**config.mk**
```make
export PLATFORM = sky130hd
export DESIGN_NAME = floppy_status_and_address_regs
export DESIGN_NICKNAME = d
export VERILOG_FILES = /design/src/design/floppy_pkg.sv /design/src/design/floppy_status_and_address_regs.sv
export SDC_FILE = /design/constraint.sdc
export NUM_CORES = 1
export LEC_CHECK = 0
export BUFFER_PORTS_ARGS = -buffer_cell sky130_fd_sc_hd__buf_2
export CORE_MARGIN = 5
export CORE_UTILIZATION = 24
export CTS_CLUSTER_SIZE = 30
export DETAILED_ROUTE_END_ITERATION = 12
export GPL_ROUTABILITY_DRIVEN = 0
export PLACE_DENSITY_LB_ADDON = 0.12
export SYNTH_ARGS = -nofsm -noshare
export SYNTH_HDL_FRONTEND = slang
export SYNTH_SLANG_ARGS = --single-unit
```
**constraint.sdc**
```tcl
create_clock -name pclk -period 4.3 [get_ports pclk]
set_input_delay 0.645 -clock pclk [delete_from_list [all_inputs] [get_ports pclk]]
set_output_delay 0.645 -clock pclk [all_outputs]
set_load 0.01 [all_outputs]
```
**src/design/floppy_pkg.sv**
```systemverilog
// Purpose: Constants and types for the floppy status and address registers.
// Assumes: APB slave, 32-bit data, one register per aligned word.
// Notes:   Summary of operation follows.
// Summary of operation
// Data field checksum failure sets status bit 03 plus error and done.
// Drive request unserved within one byte time sets bit 02, error, done.
// Track or sector out of range sets bit 01 plus error and done.
// Initialize finishing sets the initialize-complete bit 00.
// Software loads track and sector before requesting a sector transfer.
// Address bits 14-08 hold a track 0 to 114 octal; bit 15 zero.
// Address bits 04-00 hold a sector 1 to 32 octal; bits 07-05 zero.
// Completion interrupt requested only if the enable bit was already set.
// Good initialize clears error and status, sets drive-ready and init bits.
// Function end places the drive status word in the transfer buffer.
package floppy_pkg;
   localparam logic [7:0] CSR_OFS = 8'h00;
   localparam logic [7:0] BUF_OFS = 8'h04;
   localparam logic [7:0] TSA_OFS = 8'h08;
   localparam logic [7:0] DES_OFS = 8'h0c;
   localparam logic [7:0] IST_OFS = 8'h10;
   localparam logic [7:0] IMK_OFS = 8'h14;
   localparam int CS_ERR   = 15;
   localparam int CS_DONE  = 7;
   localparam int CS_IRQ   = 6;
   localparam int CS_GO    = 0;
   localparam int FN_LSB   = 1;
   localparam int DES_DRV  = 7;
   localparam int DES_CRC  = 3;
   localparam int DES_LOST = 2;
   localparam int DES_BAD  = 1;
   localparam int DES_INIT = 0;
   localparam int IRQ_DONE = 0;
   localparam int IRQ_ERR  = 1;
   localparam logic [2:0] FN_INIT   = 3'h4;
   localparam logic [2:0] FN_STATUS = 3'h5;
   localparam logic [6:0] MAX_TRACK  = 7'h4c;
   localparam logic [4:0] MIN_SECTOR = 5'h01;
   localparam logic [4:0] MAX_SECTOR = 5'h1a;
   localparam logic [7:0] DES_RESET  = 8'h00;
   localparam logic [7:0] DES_AFTER_INIT = 8'h81;
   localparam logic [1:0] IRQ_RESET  = 2'h0;
   localparam int CLK_NS       = 10;
   localparam int BYTE_TIME_NS = 32000;
   localparam int BYTE_CYCLES  = BYTE_TIME_NS / CLK_NS;
   localparam int INIT_TIME_NS = 20000;
   localparam int INIT_CYCLES  = (INIT_TIME_NS + CLK_NS - 1) / CLK_NS;
   typedef struct packed {
      logic drive_ready;
      logic crc_fail;
      logic data_req;
      logic op_done;
   } drive_pins_type;
   typedef struct packed {
      logic [6:0] track_number;
      logic [4:0] sector_number;
   } tsa_type;
   typedef enum logic [2:0] {
      ST_IDLE = 3'b001,
      ST_INIT = 3'b010,
      ST_XFER = 3'b100
   } state_type;
endpackage

```
**src/design/floppy_status_and_address_regs.sv**
```systemverilog
// Purpose: Drive status, track/sector address and command registers on APB.
// Assumes: Drive pins are asynchronous; one clock pclk at 100 MHz.
// Notes:   An initialize runs automatically when reset is released.
//
// The APB register port and the register offsets were left to the implementer.
`timescale 1ns/100ps
module floppy_status_and_address_regs
   import floppy_pkg::*;
(
   input  wire logic           pclk,
   input  wire logic           presetn,
   input  wire logic           psel,
   input  wire logic           penable,
   input  wire logic           pwrite,
   input  wire logic [7:0]     paddr,
   input  wire logic [31:0]    pwdata,
   output logic      [31:0]    prdata,
   output logic                pready,
   output logic                pslverr,
   input  wire drive_pins_type drive_pins,
   output logic                func_start,
   output logic      [2:0]     func_code,
   output logic                irq
);
   state_type      state;
   drive_pins_type sync1;
   drive_pins_type sync2;
   drive_pins_type sync3;
   drive_pins_type pins;
   drive_pins_type pins_q;
   tsa_type        tsa;
   logic [7:0]     des;
   logic [15:0]    xbuf;
   logic           err;
   logic           done;
   logic           irq_allow;
   logic [15:0]    init_cnt;
   logic [11:0]    wait_cnt;
   logic           finish;
   logic           fail;
   logic [1:0]     ist;
   logic [1:0]     imk;
   logic [1:0]     next_ist;
   logic [31:0]    rd_mux;
   logic           mapped;
   logic           xfer_ok;
   logic           wr;
   logic           wr_csr;
   logic           start;
   logic           crc_evt;
   logic           done_evt;
   logic           overrun;
   logic           served;

   function automatic logic addr_ok(input tsa_type a);
      addr_ok = (a.track_number <= MAX_TRACK) &&
                (a.sector_number >= MIN_SECTOR) &&
                (a.sector_number <= MAX_SECTOR);
   endfunction

   function automatic logic is_mapped(input logic [7:0] a);
      is_mapped = (a == CSR_OFS) || (a == BUF_OFS) || (a == TSA_OFS) ||
                  (a == DES_OFS) || (a == IST_OFS) || (a == IMK_OFS);
   endfunction

   // Each pin passes three flops; a change counts once the last two agree.
   genvar i;
   generate
      for (i = 0; i < 4; i++) begin : g_sync
         always_ff @(posedge pclk or negedge presetn) begin
            if (!presetn) begin
               sync1[i]  <= 1'b0;
               sync2[i]  <= 1'b0;
               sync3[i]  <= 1'b0;
               pins[i]   <= 1'b0;
               pins_q[i] <= 1'b0;
            end else begin
               sync1[i]  <= drive_pins[i];
               sync2[i]  <= sync1[i];
               sync3[i]  <= sync2[i];
               if (sync2[i] == sync3[i]) begin
                  pins[i] <= sync3[i];
               end
               pins_q[i] <= pins[i];
            end
         end
      end
   endgenerate

   assign crc_evt  = pins.crc_fail && !pins_q.crc_fail;
   assign done_evt = pins.op_done && !pins_q.op_done;

   // APB: one wait state, so every access answers two cycles after setup.
   assign xfer_ok = psel && penable && pready;
   assign wr      = xfer_ok && pwrite && mapped;
   assign wr_csr  = wr && (paddr == CSR_OFS);
   assign start   = wr_csr && pwdata[CS_GO];
   assign served  = xfer_ok && (paddr == BUF_OFS);
   assign mapped  = is_mapped(paddr);
   assign overrun = pins.data_req && (wait_cnt == 12'(BYTE_CYCLES - 1));

   always_comb begin
      case (paddr)
         CSR_OFS: rd_mux = {16'h0000, err, 7'h00, done, irq_allow,
                            2'h0, func_code, 1'b0};
         BUF_OFS: rd_mux = {16'h0000, xbuf};
         TSA_OFS: rd_mux = {16'h0000, 1'b0, tsa.track_number, 3'h0,
                            tsa.sector_number};
         DES_OFS: rd_mux = {24'h000000, des};
         IST_OFS: rd_mux = {30'h00000000, ist};
         IMK_OFS: rd_mux = {30'h00000000, imk};
         default: rd_mux = 32'h00000000;
      endcase
   end

   always_ff @(posedge pclk or negedge presetn) begin
      if (!presetn) begin
         pready  <= 1'b0;
         prdata  <= 32'h00000000;
         pslverr <= 1'b0;
      end else begin
         pready  <= psel && penable && !pready;
         pslverr <= psel && penable && !pready && !mapped;
         if (psel && penable && !pready) begin
            prdata <= rd_mux;
         end
      end
   end

   always_ff @(posedge pclk or negedge presetn) begin
      if (!presetn) begin
         tsa <= '0;
      end else if (wr && (paddr == TSA_OFS)) begin
         tsa.track_number  <= pwdata[14:8];
         tsa.sector_number <= pwdata[4:0];
      end
   end

   // The wait restarts whenever software touches the transfer buffer.
   always_ff @(posedge pclk or negedge presetn) begin
      if (!presetn) begin
         wait_cnt <= 12'h000;
      end else if (state != ST_XFER || !pins.data_req || served) begin
         wait_cnt <= 12'h000;
      end else if (!overrun) begin
         wait_cnt <= wait_cnt + 12'h001;
      end
   end

   always_ff @(posedge pclk or negedge presetn) begin
      if (!presetn) begin
         state      <= ST_INIT;
         err        <= 1'b0;
         done       <= 1'b0;
         irq_allow  <= 1'b0;
         des        <= DES_RESET;
         init_cnt   <= 16'h0000;
         func_code  <= FN_INIT;
         func_start <= 1'b0;
         finish     <= 1'b0;
         fail       <= 1'b0;
      end else begin
         finish     <= 1'b0;
         fail       <= 1'b0;
         func_start <= 1'b0;
         if (wr_csr) begin
            irq_allow <= pwdata[CS_IRQ];
         end
         case (state)
            ST_IDLE: begin
               if (start) begin
                  func_code <= pwdata[FN_LSB +: 3];
                  done      <= 1'b0;
                  err       <= 1'b0;
                  if (pwdata[FN_LSB +: 3] == FN_INIT) begin
                     init_cnt   <= 16'h0000;
                     func_start <= 1'b1;
                     state      <= ST_INIT;
                  end else if (pwdata[FN_LSB +: 3] == FN_STATUS) begin
                     des[DES_DRV] <= pins.drive_ready;
                     done         <= 1'b1;
                     finish       <= 1'b1;
                  end else if (!pins.drive_ready) begin
                     err    <= 1'b1;
                     done   <= 1'b1;
                     finish <= 1'b1;
                     fail   <= 1'b1;
                  end else if (!addr_ok(tsa)) begin
                     des[DES_BAD] <= 1'b1;
                     err          <= 1'b1;
                     done         <= 1'b1;
                     finish       <= 1'b1;
                     fail         <= 1'b1;
                  end else begin
                     des[DES_CRC]  <= 1'b0;
                     des[DES_LOST] <= 1'b0;
                     des[DES_BAD]  <= 1'b0;
                     func_start    <= 1'b1;
                     state         <= ST_XFER;
                  end
               end
            end
            ST_INIT: begin
               done <= 1'b0;
               if (init_cnt == 16'(INIT_CYCLES - 1)) begin
                  des    <= DES_AFTER_INIT;
                  des[DES_DRV] <= pins.drive_ready;
                  err    <= 1'b0;
                  done   <= 1'b1;
                  finish <= 1'b1;
                  state  <= ST_IDLE;
               end else begin
                  init_cnt <= init_cnt + 16'h0001;
               end
            end
            ST_XFER: begin
               if (crc_evt) begin
                  des[DES_CRC] <= 1'b1;
                  err          <= 1'b1;
                  done         <= 1'b1;
                  finish       <= 1'b1;
                  fail         <= 1'b1;
                  state        <= ST_IDLE;
               end else if (overrun) begin
                  des[DES_LOST] <= 1'b1;
                  err           <= 1'b1;
                  done          <= 1'b1;
                  finish        <= 1'b1;
                  fail          <= 1'b1;
                  state         <= ST_IDLE;
               end else if (done_evt) begin
                  done   <= 1'b1;
                  finish <= 1'b1;
                  state  <= ST_IDLE;
               end
            end
            default: begin
               state <= ST_IDLE;
            end
         endcase
      end
   end

   // Status lands in the buffer one cycle after done, before any read ends.
   always_ff @(posedge pclk or negedge presetn) begin
      if (!presetn) begin
         xbuf <= 16'h0000;
      end else if (finish) begin
         xbuf <= {8'h00, des};
      end else if (wr && (paddr == BUF_OFS)) begin
         xbuf <= pwdata[15:0];
      end
   end

   // A hardware set in the same cycle as a write-one clear wins.
   always_comb begin
      next_ist = ist;
      if (wr && (paddr == IST_OFS)) begin
         next_ist = ist & ~pwdata[1:0];
      end
      if (finish && irq_allow) begin
         next_ist[IRQ_DONE] = 1'b1;
      end
      if (fail && irq_allow) begin
         next_ist[IRQ_ERR] = 1'b1;
      end
   end

   always_ff @(posedge pclk or negedge presetn) begin
      if (!presetn) begin
         ist <= IRQ_RESET;
         imk <= IRQ_RESET;
         irq <= 1'b0;
      end else begin
         ist <= next_ist;
         if (wr && (paddr == IMK_OFS)) begin
            imk <= pwdata[1:0];
         end
         irq <= |(ist & imk);
      end
   end

   chk_crc_flag: assert property (@(posedge pclk)
      disable iff (!presetn)
      (state == ST_XFER && crc_evt) |=> (des[DES_CRC] && err && done))
      else $error("checksum failure did not raise flag, error and done");

   chk_lost_flag: assert property (@(posedge pclk)
      disable iff (!presetn)
      (state == ST_XFER && !crc_evt && overrun)
      |=> (des[DES_LOST] && err && done && state == ST_IDLE))
      else $error("unserved drive request did not raise lost flag");

   chk_bad_address: assert property (@(posedge pclk)
      disable iff (!presetn)
      (state == ST_IDLE && start && pins.drive_ready && !addr_ok(tsa) &&
       pwdata[FN_LSB +: 3] != FN_INIT && pwdata[FN_LSB +: 3] != FN_STATUS)
      |=> (des[DES_BAD] && err && done && state == ST_IDLE))
      else $error("bad address did not raise flag, error and done");

   chk_init_done: assert property (@(posedge pclk)
      disable iff (!presetn)
      (state == ST_INIT && init_cnt == 16'(INIT_CYCLES - 1))
      |=> (des[DES_INIT] && done && finish))
      else $error("initialize did not set its completion bit");

   chk_track_write: assert property (@(posedge pclk)
      disable iff (!presetn)
      (wr && paddr == TSA_OFS) |=> (tsa.track_number == $past(pwdata[14:8])))
      else $error("track number not stored");

   chk_sector_write: assert property (@(posedge pclk)
      disable iff (!presetn)
      (wr && paddr == TSA_OFS) |=> (tsa.sector_number == $past(pwdata[4:0])))
      else $error("sector number not stored");

   chk_irq_gate: assert property (@(posedge pclk)
      disable iff (!presetn)
      $rose(ist[IRQ_ERR]) |-> ($past(irq_allow) && $past(fail)))
      else $error("error interrupt raised without prior enable");

   chk_init_clear: assert property (@(posedge pclk)
      disable iff (!presetn)
      (state == ST_INIT && init_cnt == 16'(INIT_CYCLES - 1))
      |=> (!err && des[6:1] == 6'h00 ##1 xbuf[DES_INIT]))
      else $error("initialize did not clear error and status");

   chk_status_buf: assert property (@(posedge pclk)
      disable iff (!presetn)
      finish |=> (xbuf == {8'h00, $past(des)}))
      else $error("status word not placed in transfer buffer");

   chk_apb_wait: assert property (@(posedge pclk) disable iff (!presetn)
      (psel && penable && !pready) |=> (pready ##1 !pready))
      else $error("apb answer not given after one wait state");

   chk_irq_level: assert property (@(posedge pclk)
      disable iff (!presetn)
      irq == $past(|(ist & imk)))
      else $error("interrupt output does not follow unmasked status");

   chk_init_start: assert property (@(posedge pclk)
      disable iff (!presetn)
      (state == ST_IDLE && start && pwdata[FN_LSB +: 3] == FN_INIT)
      |=> (!done && !err && state == ST_INIT && func_start))
      else $error("initialize start did not clear done and error");

   chk_bad_no_start: assert property (@(posedge pclk)
      disable iff (!presetn)
      (state == ST_IDLE && start && !addr_ok(tsa) &&
       pwdata[FN_LSB +: 3] != FN_INIT && pwdata[FN_LSB +: 3] != FN_STATUS)
      |=> !func_start)
      else $error("bad address still started the drive");
endmodule

```
# Word-level counts from Yosys, hierarchy flattened
# Index checks and enable logic that the tools add are counted.
# totals
ff_bits,130
in_bits,49
# op_classes
n_addsub,2
order_cmp,3
n_eq_ne,35
muxes,68
bitwise_logic,3
n_reduce_logical,49
# ops
op,count
$pmux 16 s6,1
$mux 16,5
$mux 3,13
$mux 1,35
$pmux 16 s2,1
$mux 12,2
$ne 2x2->1 const B,12
$logic_and 1x1->1,20
$add 16x1->16 const B,1
$eq 16x11->1 const B,1
$eq 8x4->1 const B,2
$eq 8x5->1 const B,2
$ne 3x3->1 const B,5
$add 12x1->12 const B,1
$eq 12x12->1 const B,1
$reduce_and 6->1,2
$eq 3x3->1 const B,3
$pmux 1 s3,3
$pmux 3 s3,1
$reduce_and 9->1,1
$eq 8x3->1 const B,1
$logic_not 8->1,1
$mux 8,1
$reduce_and 4->1,2
other kinds (22),43

# Depth between registers and ports, before layout
# Gate-level depths: netlist of the first run.
# logic_depth
word_depth,11
ltp_mapped,8
depth_no_buf,6

# Least setup slack after synthesis of the first run
# Ideal clock, no wire load.
# synth_path
kind,in2reg
start,input port paddr[7]
end,register tsa[0] (netlist bit)
setup_ps,125
t_arrival_ps,2559
t_required_ps,4175
slack_ps,1616
stages,7
path_buffers,2
path_cell_list,or4_4 > or2_1 > buf_6 > nor4b_4 > nand2_4 > buf_6 > mux2_4
# synth_via
elab_chain_len,8
word_cells_on_any_way,13
classes_between,eq/ne (5); reduce/logical (8)
# synth_rtl
element,line,source
from (decl),floppy_status_and_address_regs.sv:15,"input wire logic [7:0] paddr,"
$eq 8x3->1 or $logic_not 8->1 (tied branches),floppy_status_and_address_regs.sv:62,is_mapped = (a == CSR_OFS) || (a == BUF_OFS) || (a == TSA_OFS) ||
$logic_or 1x1->1 (3 in a row),floppy_status_and_address_regs.sv:62,
$logic_or 1x1->1 (2 in a row),floppy_status_and_address_regs.sv:63,(a == DES_OFS) || (a == IST_OFS) || (a == IMK_OFS);
$logic_and 1x1->1,floppy_status_and_address_regs.sv:95,assign wr = xfer_ok && pwrite && mapped;
$logic_and 1x1->1 *,floppy_status_and_address_regs.sv:133,end else if (wr && (paddr == TSA_OFS)) begin
to (decl),floppy_status_and_address_regs.sv:31,tsa_type tsa;
# Mark *: on every way between the ends. The rest lies on a longest branch, timed or not.
# A chain may end at the register's enable or synchronous reset.

# Worst setup path after layout of the first run
# layout_path
start,input port paddr[7]
end,register init_cnt[10]
# layout_via
elab_chain_len,11
word_cells_on_any_way,16
classes_between,eq/ne (6); reduce/logical (10)
# layout_rtl
element,line,source
$eq 8x3->1 or $logic_not 8->1 (tied branches),"floppy_status_and_address_regs.sv:62, floppy_status_and_address_regs.sv:96",
$logic_or 1x1->1 (3 in a row),floppy_status_and_address_regs.sv:62,
$logic_or 1x1->1 (2 in a row),floppy_status_and_address_regs.sv:63,
$logic_and 1x1->1,floppy_status_and_address_regs.sv:95,
$logic_and 1x1->1 *,floppy_status_and_address_regs.sv:96,assign wr_csr = wr && (paddr == CSR_OFS);
$logic_and 1x1->1 *,floppy_status_and_address_regs.sv:97,assign start = wr_csr && pwdata[CS_GO];
$ne 2x2->1 (no source line) *,n/a,
$reduce_and 4->1 (no source line) *,n/a,
to (signal assigned),floppy_status_and_address_regs.sv:213,init_cnt <= init_cnt + 16'h0001;
to (decl),floppy_status_and_address_regs.sv:37,logic [15:0] init_cnt;
# Marked as above.

==> flow_summary_export.csv, run 1 <==
group,metric,value,unit
floorplan,num_rows,54,
pwr,net-switching-power,710,µW
clock_network,cts_tree,"yes",
synthesis,ys_seq_area_frac,0.529,
worst_setup_path,r2r_end,"init_cnt[10]",
routing,routed_wl,13.8,mm
global_route,grt_max_degree,59,
worst_setup_path,slowest_stage,"nor4_4",
clock_network,numCtsBuffers,17,
floorplan,num_io_pins,88,
finish,multi_input_area,2350,µm²
pwr,p_int,2.16,mW
clock_network,clock_latency,420,ps
synthesis,synth_common_cells,"dfrtp_1 (112), nand2_1 (77), nor2_1 (35)",
placed_design,port_buffers,55,
sta,tns,0,ps
synthesis,synth_area_leader_cell,"dfrtp_1",
pwr,ir_drop,0.209,mV
finish,area_growth,21.0,%
finish,nFillCells,2262,
sta,fmax,345,MHz
floorplan,core,22000,µm²
clock_network,root_buffer,"clkbuf_16",
synthesis,synth_area_leaders,"dfrtp_1 (52%), nand2_1 (5.4%), mux2_4 (2.8%)",
sta,fin_crit,2900,ps
sta,hold_violations,0,
floorplan,start_util,0.246,
clock_network,hold_buffers,0,
global_route,antenna_found_initial,0,
synthesis,synth_edf_count,0,
outcome,outcome,"completed",
placed_design,preCtsSetupSlack,939,ps
worst_setup_path,crit_path_frequent_cell,"a31oi_1",
pwr,p_leak,2.90,nW
pwr,pwr-share-comb,0.072,
global_route,grt_pass1_vias,4087,
worst_setup_path,worst-path-buf-inv,1,
sta,period_share,0.673,
worst_setup_path,worstSetupStartpointType,"primary input",
pwr,p_sw_frac,0.248,
synthesis,synthArstFlopShare,1.00,
pwr,pwr-share-seq,0.399,
sta,maxSlewHeadroom,0.321,
synthesis,synth_flop_cell,"dfrtp_1",
worst_setup_path,cp-end-kind,"flop",
worst_setup_path,crit_family,"simple AND/OR/NAND/NOR gates",
synthesis,synth_top_area_share,0.519,
sta,worst_slew_pin_slew,1010,ps
clock_network,cts_setup_buffers,0,
worst_setup_path,r2r_slack,1830,ps
sta,setup_viol,0,
min_path,worst_hold_path_type,"primary input to async pin",
worst_setup_path,slowest_delay,860,ps
worst_setup_path,worst-r2r-cell-count,6,
sta,finClkSkew,7.83,ps
global_route,grt_pass1_wl,22.9,mm
worst_setup_path,path_cells,"buf_2 -> or4_4 -> nor4b_4 -> a31oi_1 -> nor4_4 -> a31oi_1",
sta,fin_ws,1400,ps
worst_setup_path,worstPathMaxFanout,17,
routing,drtIter0Drc,199,
worst_setup_path,r2r_start,"init_cnt[0]",
placed_design,dp_hpwl,9.38,mm
routing,drc,0,
floorplan,die_area,25600,µm²
pwr,p_clk_frac,0.529,
worst_setup_path,startpoint,"paddr[7]",
routing,first_pass_iters,4,
synthesis,synth-seq-cells,114,
synthesis,netlist_area,5400,µm²
floorplan,floorplan.die.height,160,µm
finish,n_antenna_cell,0,
synthesis,synth_most_common_cell,"dfrtp_1",
worst_setup_path,worstSetupPathType,"primary input to flop",
worst_setup_path,cp_data_arrival_time,3130,ps
clock_network,clk_pin_slew_worst_paths,60,ps
sta,rsz0062_at_grt,"no",
synthesis,yosys_warnings,0,
routing,via_count,3947,
routing,wire_per_inst,16.0,µm
finish,drive_gt1_frac,0.228,
global_route,track_usage,0.112,
clock_network,clk_path_buf_depth,2,
finish,fin_nets,618,
synthesis,syn_area_per_cell,10.5,µm²
pwr,powerDensity,439,nW/µm²
finish,final_util,0.297,
clock_network,clock-sinks,114,
finish,seq_area,2860,µm²
worst_setup_path,critical_path_depth,6,
synthesis,ys_types,61,
synthesis,synthCells,513,
sta,drv_slew,0,
routing,antenna_left,0,
global_route,gr-total-overflow,0,
floorplan,die_w,160,µm
clock_network,cts_resized,0,
worst_setup_path,crit_required,4540,ps
routing,via_per_inst,4.59,
run,cap_viol_max_count,0,
clock_network,htreeDepth,4,
worst register-to-register path, delay by kind of cell, from the launching register on:
kind	cells	cell delay, ps
flops	1	400
compound gates	1	210
simple gates	4	1450
fa+ha+maj	1	240
per-layer routing:
layer  track usage  part of all wire
met1         0.148              0.48
met2         0.175              0.46
met3        0.0307             0.043
met4        0.0399             0.013
met5             0                 0
state kept, by name (all words and copies together), names as in the netlist, 2 cells and up:
register	cells
sync2	4
pins	4
sync1	4
func_code	3
pins_q	2
init_cnt	16
tsa	12
imk	2
sync3	4
xbuf	16
ist	2
des	5
prdata	16
wait_cnt	12
state	3
stage by stage:
| stage | std cells | hold slack, ps | total power [mW] | instance area (µm²) |
|---|---|---|---|---|
| after floorplan | 528 | 331 | 1.30 | 5460 |
| after global placement | 828 | 334 | 1.37 | 5900 |
| after detailed placement | 828 | 339 | 1.37 | 5900 |
| after CTS | 860 | 316 | 2.91 | 6530 |
| after global routing | 860 | 314 | 2.99 | 6530 |
| final | 860 | 327 | 2.87 | 6530 |
layout by cell type, fill, tap and decap left out, drive strengths merged, types with 8 or more instances in the layout:
cell / netlist / final
mux2i: 9 / 9
mux2: 22 / 22
a31oi: 12 / 12
nand3: 12 / 12
buf: 22 / 61
conb: 1 / 16
nor3: 11 / 11
a22oi: 12 / 12
clkbuf: 19 / 17
o21ai: 26 / 26
nand2: 78 / 78
nor4: 8 / 8
a21oi: 28 / 28
dfrtp: 112 / 112
nor2: 35 / 35
inv: 6 / 9
power groups by stage:
stage / combinational (mW) / clock, mW / sequential [mW]
2_1_floorplan: 0.144 / 0 / 1.15
6_report: 0.207 / 1.52 / 1.15
5_1_grt: 0.236 / 1.60 / 1.15
3_3_place_gp: 0.208 / 0 / 1.16
4_1_cts: 0.211 / 1.56 / 1.15
3_5_place_dp: 0.210 / 0 / 1.16
layout make-up:
cell class                 count  area share
tap                          280      0.0536
clock buffer                  17      0.0651
timing repair buffer          61      0.0494
sequential                   114       0.437
inverter                       6     0.00345
multi-input combinational    367       0.360
clock inverter                15      0.0314
kinds of logic after synthesis:
| family | count (synthesis) | share of synthesized area |
|---|---|---|
| xor gates and xnor gates | 9 | 0.0146 |
| and+or+nand+nor | 195 | 0.189 |
| adders and majority gates | 6 | 0.0121 |
| AOI/OAI and AO/OA | 107 | 0.126 |
| buffers and inverters | 47 | 0.0473 |
| muxes | 34 | 0.0820 |
| DFF | 114 | 0.529 |
| other | 1 | 0.000695 |
worst max path at each step:
stage / to / slack (ps)
final: init_cnt[10] / 1400
after global routing: init_cnt[10] / 1240
after CTS: init_cnt[10] / 1390
after detailed placement: init_cnt[10] / 940
after global placement: init_cnt[12] / 1000
after floorplan: tsa[0] / 1620
Note: power is estimated with default switching activity, not from simulation.
==> run 2, diff against run 1 <==
- ABC_AREA: not set -> 1
- clock period: 4.3 -> 2.8 ns (I/O delays scaled with it)
==> run 2 against run 1 <==
Clock skew up 1.9 ps; via count increased by 14%; clock power rose by 38%; non-clock buffer count up 6; routed wire length rose by 6.6%; critical path type is now flop to flop; largest cell class unchanged; highest routed layer unchanged.
==> flow_summary_export.csv, run 2 <==
group,metric,value,unit
sta,fmax,496,MHz
finish,largestRegisters,"init_cnt (16), prdata (16), xbuf (16)",
placed_design,dp_hpwl,10.6,mm
clock_network,numCtsBuffers,17,
synthesis,ys_seq_area_frac,0.506,
finish,drive_gt1_frac,0.166,
placed_design,preCtsSetupSlack,685,ps
clock_network,root_buffer,"clkbuf_16",
global_route,antenna_found_initial,0,
synthesis,synth_flop_cell,"dfrtp_1",
worst_setup_path,crit_family,"simple AND/OR/NAND/NOR gates",
synthesis,netlist_area,5640,µm²
finish,layout_commonest_cell,"nand2_1",
pwr,powerDensity,712,nW/µm²
synthesis,synthArstFlopShare,1.00,
sta,worst_slew_pin_slew,685,ps
routing,antenna_left,0,
routing,drtIter0Drc,299,
finish,nFillCells,2538,
synthesis,synth_top_area_share,0.497,
global_route,grt_use_met2,0.187,
worst_setup_path,cp_data_arrival_time,2320,ps
worst_setup_path,slowest_delay,450,ps
global_route,track_usage,0.116,
clock_network,cts_resized,0,
routing,drc,0,
synthesis,synth_area_leader_cell,"dfrtp_1",
sta,fin_crit,2020,ps
floorplan,num_io_pins,88,
worst_setup_path,slowest_stage,"dfrtp_1",
synthesis,synth_area_leaders,"dfrtp_1 (50%), nand2_1 (15%), nand3_1 (5.1%)",
floorplan,die_area,26700,µm²
min_path,worst_hold_path_type,"primary input to async pin",
routing,via_per_inst,4.11,
finish,area_growth,21.5,%
sta,hold_violations,0,
synthesis,synth_edf_count,0,
global_route,met3_usage,0.0293,
finish,final_util,0.294,
floorplan,num_rows,56,
routing,routed_wl,14.7,mm
synthesis,synth_most_common_cell,"nand2_1",
sta,maxSlewHeadroom,0.539,
finish,fin_nets,820,
clock_network,htreeDepth,4,
synthesis,synth_common_cells,"nand2_1 (221), dfrtp_1 (112), inv_1 (65)",
sta,period_share,0.720,
worst_setup_path,worst-path-buf-inv,2,
outcome,outcome,"completed",
sta,drv_slew,0,
synthesis,synth-seq-cells,114,
floorplan,die_w,163,µm
sta,tns,0,ps
clock_network,cts_tree,"yes",
global_route,grt_pass1_vias,4466,
floorplan,core,23300,µm²
placed_design,place_area,6280,µm²
sta,finClkSkew,9.76,ps
global_route,gr-total-overflow,0,
worst_setup_path,crit_path_frequent_cell,"nand2_1",
routing,wire_per_inst,13.3,µm
synthesis,synthCells,699,
finish,multi_input_area,2380,µm²
pwr,p_leak,3.37,nW
worst_setup_path,cp-end-kind,"flop",
global_route,grt_pass1_wl,24.2,mm
pwr,p_total,4.88,mW
floorplan,floorplan.die.height,163,µm
routing,via_count,4518,
finish,final_cell_mix,"nand2_1 (221), dfrtp_1 (112), inv_1 (65), nand3_1 (57), nor2_1 (55)",
pwr,ir_drop,0.387,mV
global_route,busiest_layer,"met2",
synthesis,ys_types,45,
clock_network,hold_buffers,0,
synthesis,yosys_warnings,0,
clock_network,clock_latency,420,ps
global_route,grt_max_degree,43,
sta,setup_viol,0,
clock_network,clk_path_buf_depth,2,
worst_setup_path,worstPathMaxFanout,17,
finish,design_area,6850,µm²
sta,fin_ws,784,ps
finish,seq_area,2860,µm²
worst_setup_path,crit_required,3110,ps
worst_setup_path,worstSetupPathType,"flop to flop",
worst_setup_path,worstSetupStartpointType,"flop",
placed_design,port_buffers,55,
finish,n_antenna_cell,0,
floorplan,start_util,0.242,
clock_network,clock-sinks,114,
worst_setup_path,path_cells,"ha_1 -> nand3_2 -> nor2_1 -> nand3_1 -> o21ai_0 -> inv_1 -> nand2_4 -> inv_2 -> nand2_1 -> nand2_1",
routing,first_pass_iters,6,
clock_network,cts_setup_buffers,0,
global_route,grtUsageMet1,0.154,
synthesis,syn_area_per_cell,8.07,µm²
clock_network,clk_pin_slew_worst_paths,60,ps
sta,rsz0062_at_grt,"no",
run,cap_viol_max_count,0,
## run 2: cell count changes in the layout (fill, tap and decap cells not counted), moves of 7 or more
cell | previous run | this run
a22oi_1 | 12 | 0
nand3_1 | 12 | 57
o21ai_0 | 26 | 50
mux2_4 | 10 | 0
a31oi_1 | 12 | 1
mux2_2 | 12 | 0
nand2_1 | 77 | 221
a21oi_1 | 28 | 11
inv_1 | 6 | 65
nand2b_1 | 7 | 0
xor2_1 | 2 | 12
mux2i_1 | 9 | 0
nor2_1 | 35 | 55
## run 2: layout make-up
class	count	share of cell area
Clock buffer	21	0.0687
Inverter	72	0.0394
Timing Repair Buffer	67	0.0555
Multi-Input combinational cell	497	0.347
Sequential cell	114	0.417
Tap cell	319	0.0582
Clock inverter	10	0.0148
## run 2: cells by family after synthesis
kind of cell / share of synthesized area
AO/OA/AOI/OAI: 0.0829
XOR/XNOR: 0.0233
adder cells (fa/ha/maj): 0.0115
buffers and inverters: 0.0827
flip-flops: 0.506
other: 0.000665
AND/OR/NAND/NOR: 0.293
## run 2: worst paths after layout
path	slack (ps)	to	cells after the start	start
hold reg to reg	350	sync2[1]	0	sync1[1]
setup / recovery	780	init_cnt[9]	10	init_cnt[0]
max in group asynchronous	2060	prdata[15]	2	presetn
hold / removal	20	pslverr	1	presetn
min in group pclk	100	sync1[0]	1	drive_pins[0]
setup reg to reg	780	init_cnt[9]	10	init_cnt[0]
## run 2: power by group
part           total (mW)  switching [mW]  internal, mW  leakage (nW)
Sequential           1.97           0.149          1.82          1.45
Combinational       0.810           0.548         0.262          1.64
Clock                2.10           0.806          1.29         0.273
Total                4.88            1.50          3.38          3.37
## run 2: worst register-to-register path: cells and delay by family, from the launching register on
family,cells,cell delay [ps]
AO/OA/AOI/OAI,1,120
flip-flops,1,450
AND/OR/NAND/NOR,6,830
adder cells (fa/ha/maj),1,290
buffers and inverters,2,230
## run 2: through the flow
stage,instances,hold WS [ps]
2_1_floorplan,714,124
3_3_place_gp,1069,332
3_5_place_dp,1069,335
4_1_cts,1100,31.5
5_1_grt,1100,54.7
6_report,1100,23.1
## run 2: per-layer routing
metal | part of all wire | up-vias
met4 | 0.011 | 0
met1 | 0.49 | 2072
met5 | 0 | -
met2 | 0.47 | 86
li1 | - | 2350
met3 | 0.034 | 10
==> run 3, diff against run 2 <==
- clock period: 2.8 -> 1.82 ns (I/O delays scaled with it)
==> run 3 against run 2 <==
Sequential cell count stayed put; critical path type unchanged; power grew 57%; setup slack got worse by 590 ps; register-to-register slack got worse by 590 ps; cell area is 3.5% higher; global-route usage is 0.19 points lower; maximum frequency up 24%; first-iteration DRC count decreased by 26%; worst hold slack improved by 65 ps; clock power rose by 51%; critical endpoint is now state[0].
==> flow_summary_export.csv, run 3 (synthesized netlist as in run 2, its figures left out) <==
group,metric,value,unit
worst_setup_path,worstPathMaxFanout,4,
global_route,track_usage,0.114,
floorplan,core,23300,µm²
sta,finClkSkew,8.79,ps
placed_design,port_buffers,55,
finish,largestRegisters,"init_cnt (16), prdata (16), xbuf (16)",
pwr,powerDensity,1080,nW/µm²
clock_network,clk_path_buf_depth,2,
routing,first_pass_iters,4,
pwr,p_leak,3.50,nW
routing,drtIter0Drc,220,
min_path,worst_hold_path_type,"primary input to flop",
global_route,grt_pass1_wl,23.9,mm
worst_setup_path,startpoint,"init_cnt[1]",
routing,routed_wl,14.5,mm
worst_setup_path,cp_data_arrival_time,1930,ps
worst_setup_path,path_cells,"ha_1 -> nand3_2 -> nor2_1 -> nand2_1 -> nand2_1 -> nand2_1 -> nor2_2 -> nand2_1 -> nand2_1 -> nand2_1",
global_route,grt_use_met2,0.183,
floorplan,start_util,0.242,
worst_setup_path,worst-r2r-cell-count,10,
floorplan,die_w,163,µm
placed_design,place_area,6480,µm²
clock_network,cts_tree,"yes",
sta,setup_viol,0,
finish,layout_commonest_cell,"nand2_1",
pwr,ir_drop,0.598,mV
sta,hold_violations,0,
sta,worst_slew_pin_slew,494,ps
finish,seq_area,2860,µm²
clock_network,numCtsBuffers,17,
routing,via_count,4576,
worst_setup_path,crit_required,2120,ps
worst_setup_path,r2r_slack,190,ps
finish,design_area,7090,µm²
worst_setup_path,cp-end-kind,"flop",
finish,area_growth,25.7,%
worst_setup_path,slowest_stage,"dfrtp_1",
finish,fin_nets,846,
clock_network,htreeDepth,4,
routing,antenna_left,0,
sta,tns,0,ps
routing,via_per_inst,4.06,
worst_setup_path,worst-path-buf-inv,0,
worst_setup_path,r2r_end,"state[0]",
worst_setup_path,crit_family,"simple AND/OR/NAND/NOR gates",
worst_setup_path,worstSetupStartpointType,"flop",
finish,nFillCells,2544,
sta,drv_slew,0,
worst_setup_path,endpoint,"state[0]",
worst_setup_path,r2r_start,"init_cnt[1]",
floorplan,num_io_pins,88,
global_route,gr-total-overflow,0,
global_route,grtUsageMet1,0.151,
clock_network,clk_pin_slew_worst_paths,60,ps
routing,wire_per_inst,12.9,µm
floorplan,num_rows,56,
finish,multi_input_area,2380,µm²
run,cap_viol_max_count,0,
finish,n_antenna_cell,0,
floorplan,floorplan.die.height,163,µm
sta,fmax,613,MHz
routing,drc,0,
worst_setup_path,worstSetupPathType,"flop to flop",
finish,final_cell_mix,"nand2_1 (220), dfrtp_1 (112), inv_1 (65), nand3_1 (57), nor2_1 (55)",
sta,fin_crit,1630,ps
finish,drive_gt1_frac,0.191,
placed_design,preCtsSetupSlack,120,ps
worst_setup_path,crit_path_frequent_cell,"nand2_1",
clock_network,root_buffer,"clkbuf_16",
worst_setup_path,critical_path_depth,10,
sta,maxSlewHeadroom,0.669,
global_route,busiest_layer,"met2",
worst_setup_path,slowest_delay,390,ps
min_path,whs_path_depth,3,
clock_network,clock-sinks,114,
clock_network,cts_setup_buffers,0,
global_route,grt_pass1_vias,4536,
global_route,grt_max_degree,38,
sta,period_share,0.896,
global_route,antenna_found_initial,0,
global_route,met3_usage,0.0323,
placed_design,dp_hpwl,11.1,mm
floorplan,die_area,26700,µm²
outcome,outcome,"completed",
finish,final_util,0.304,
clock_network,clock_latency,410,ps
sta,fin_ws,189,ps
## run 3: worst reg2reg max path: stages, from the launching register on
cell and delay, ps:
dfrtp_1 390, ha_1 210, nand3_2 90, nor2_1 170
nand2_1 90, nand2_1 100, nand2_1 150, nor2_2 160
nand2_1 70, nand2_1 50, nand2_1 50
## run 3: cell type report
type                       instances  area share
multi-input combinational        497       0.336
tap                              319      0.0563
timing repair buffer              93      0.0882
clock buffer                      18      0.0605
inverter                          72      0.0381
clock inverter                    14      0.0182
sequential                       114       0.403
## run 3: metrics by stage
stage | power, mW | std cells | hold WS, ps
finish | 7.66 | 1127 | 88.6
global route | 8.16 | 1127 | 66.6
CTS | 7.83 | 1127 | 64.3
detailed placement | 4.54 | 1090 | 269
global placement | 4.55 | 1090 | 268
floorplan | 3.96 | 714 | -22.6
## run 3: repair_timing
item	CTS	global route
setup endpoints to repair	0	13
endpoints found under the hold margin	31	0
hold buffers	5	0
resized for setup	0	2
## run 3: report_power, final
part | switching (mW) | leakage, nW | internal [mW]
Combinational | 0.898 | 1.78 | 0.568
Sequential | 0.216 | 1.45 | 2.80
Clock | 1.28 | 0.267 | 1.89
Total | 2.40 | 3.50 | 5.26
## run 3: routing by layer
metal / up-vias / share of wire
met5: - / 0
met1: 2075 / 0.48
met2: 85 / 0.47
met3: 9 / 0.044
met4: 0 / 0.0080
li1: 2407 / -
## run 3: worst min-delay path by stage
stage	from	to	slack (ps)
finish	pwdata[5]	xbuf[5]	90
global route	pwdata[5]	xbuf[5]	70
CTS	pwdata[5]	xbuf[5]	60
detailed placement	presetn	fail	270
global placement	presetn	wait_cnt[6]	270
floorplan	presetn	des[0]	-20
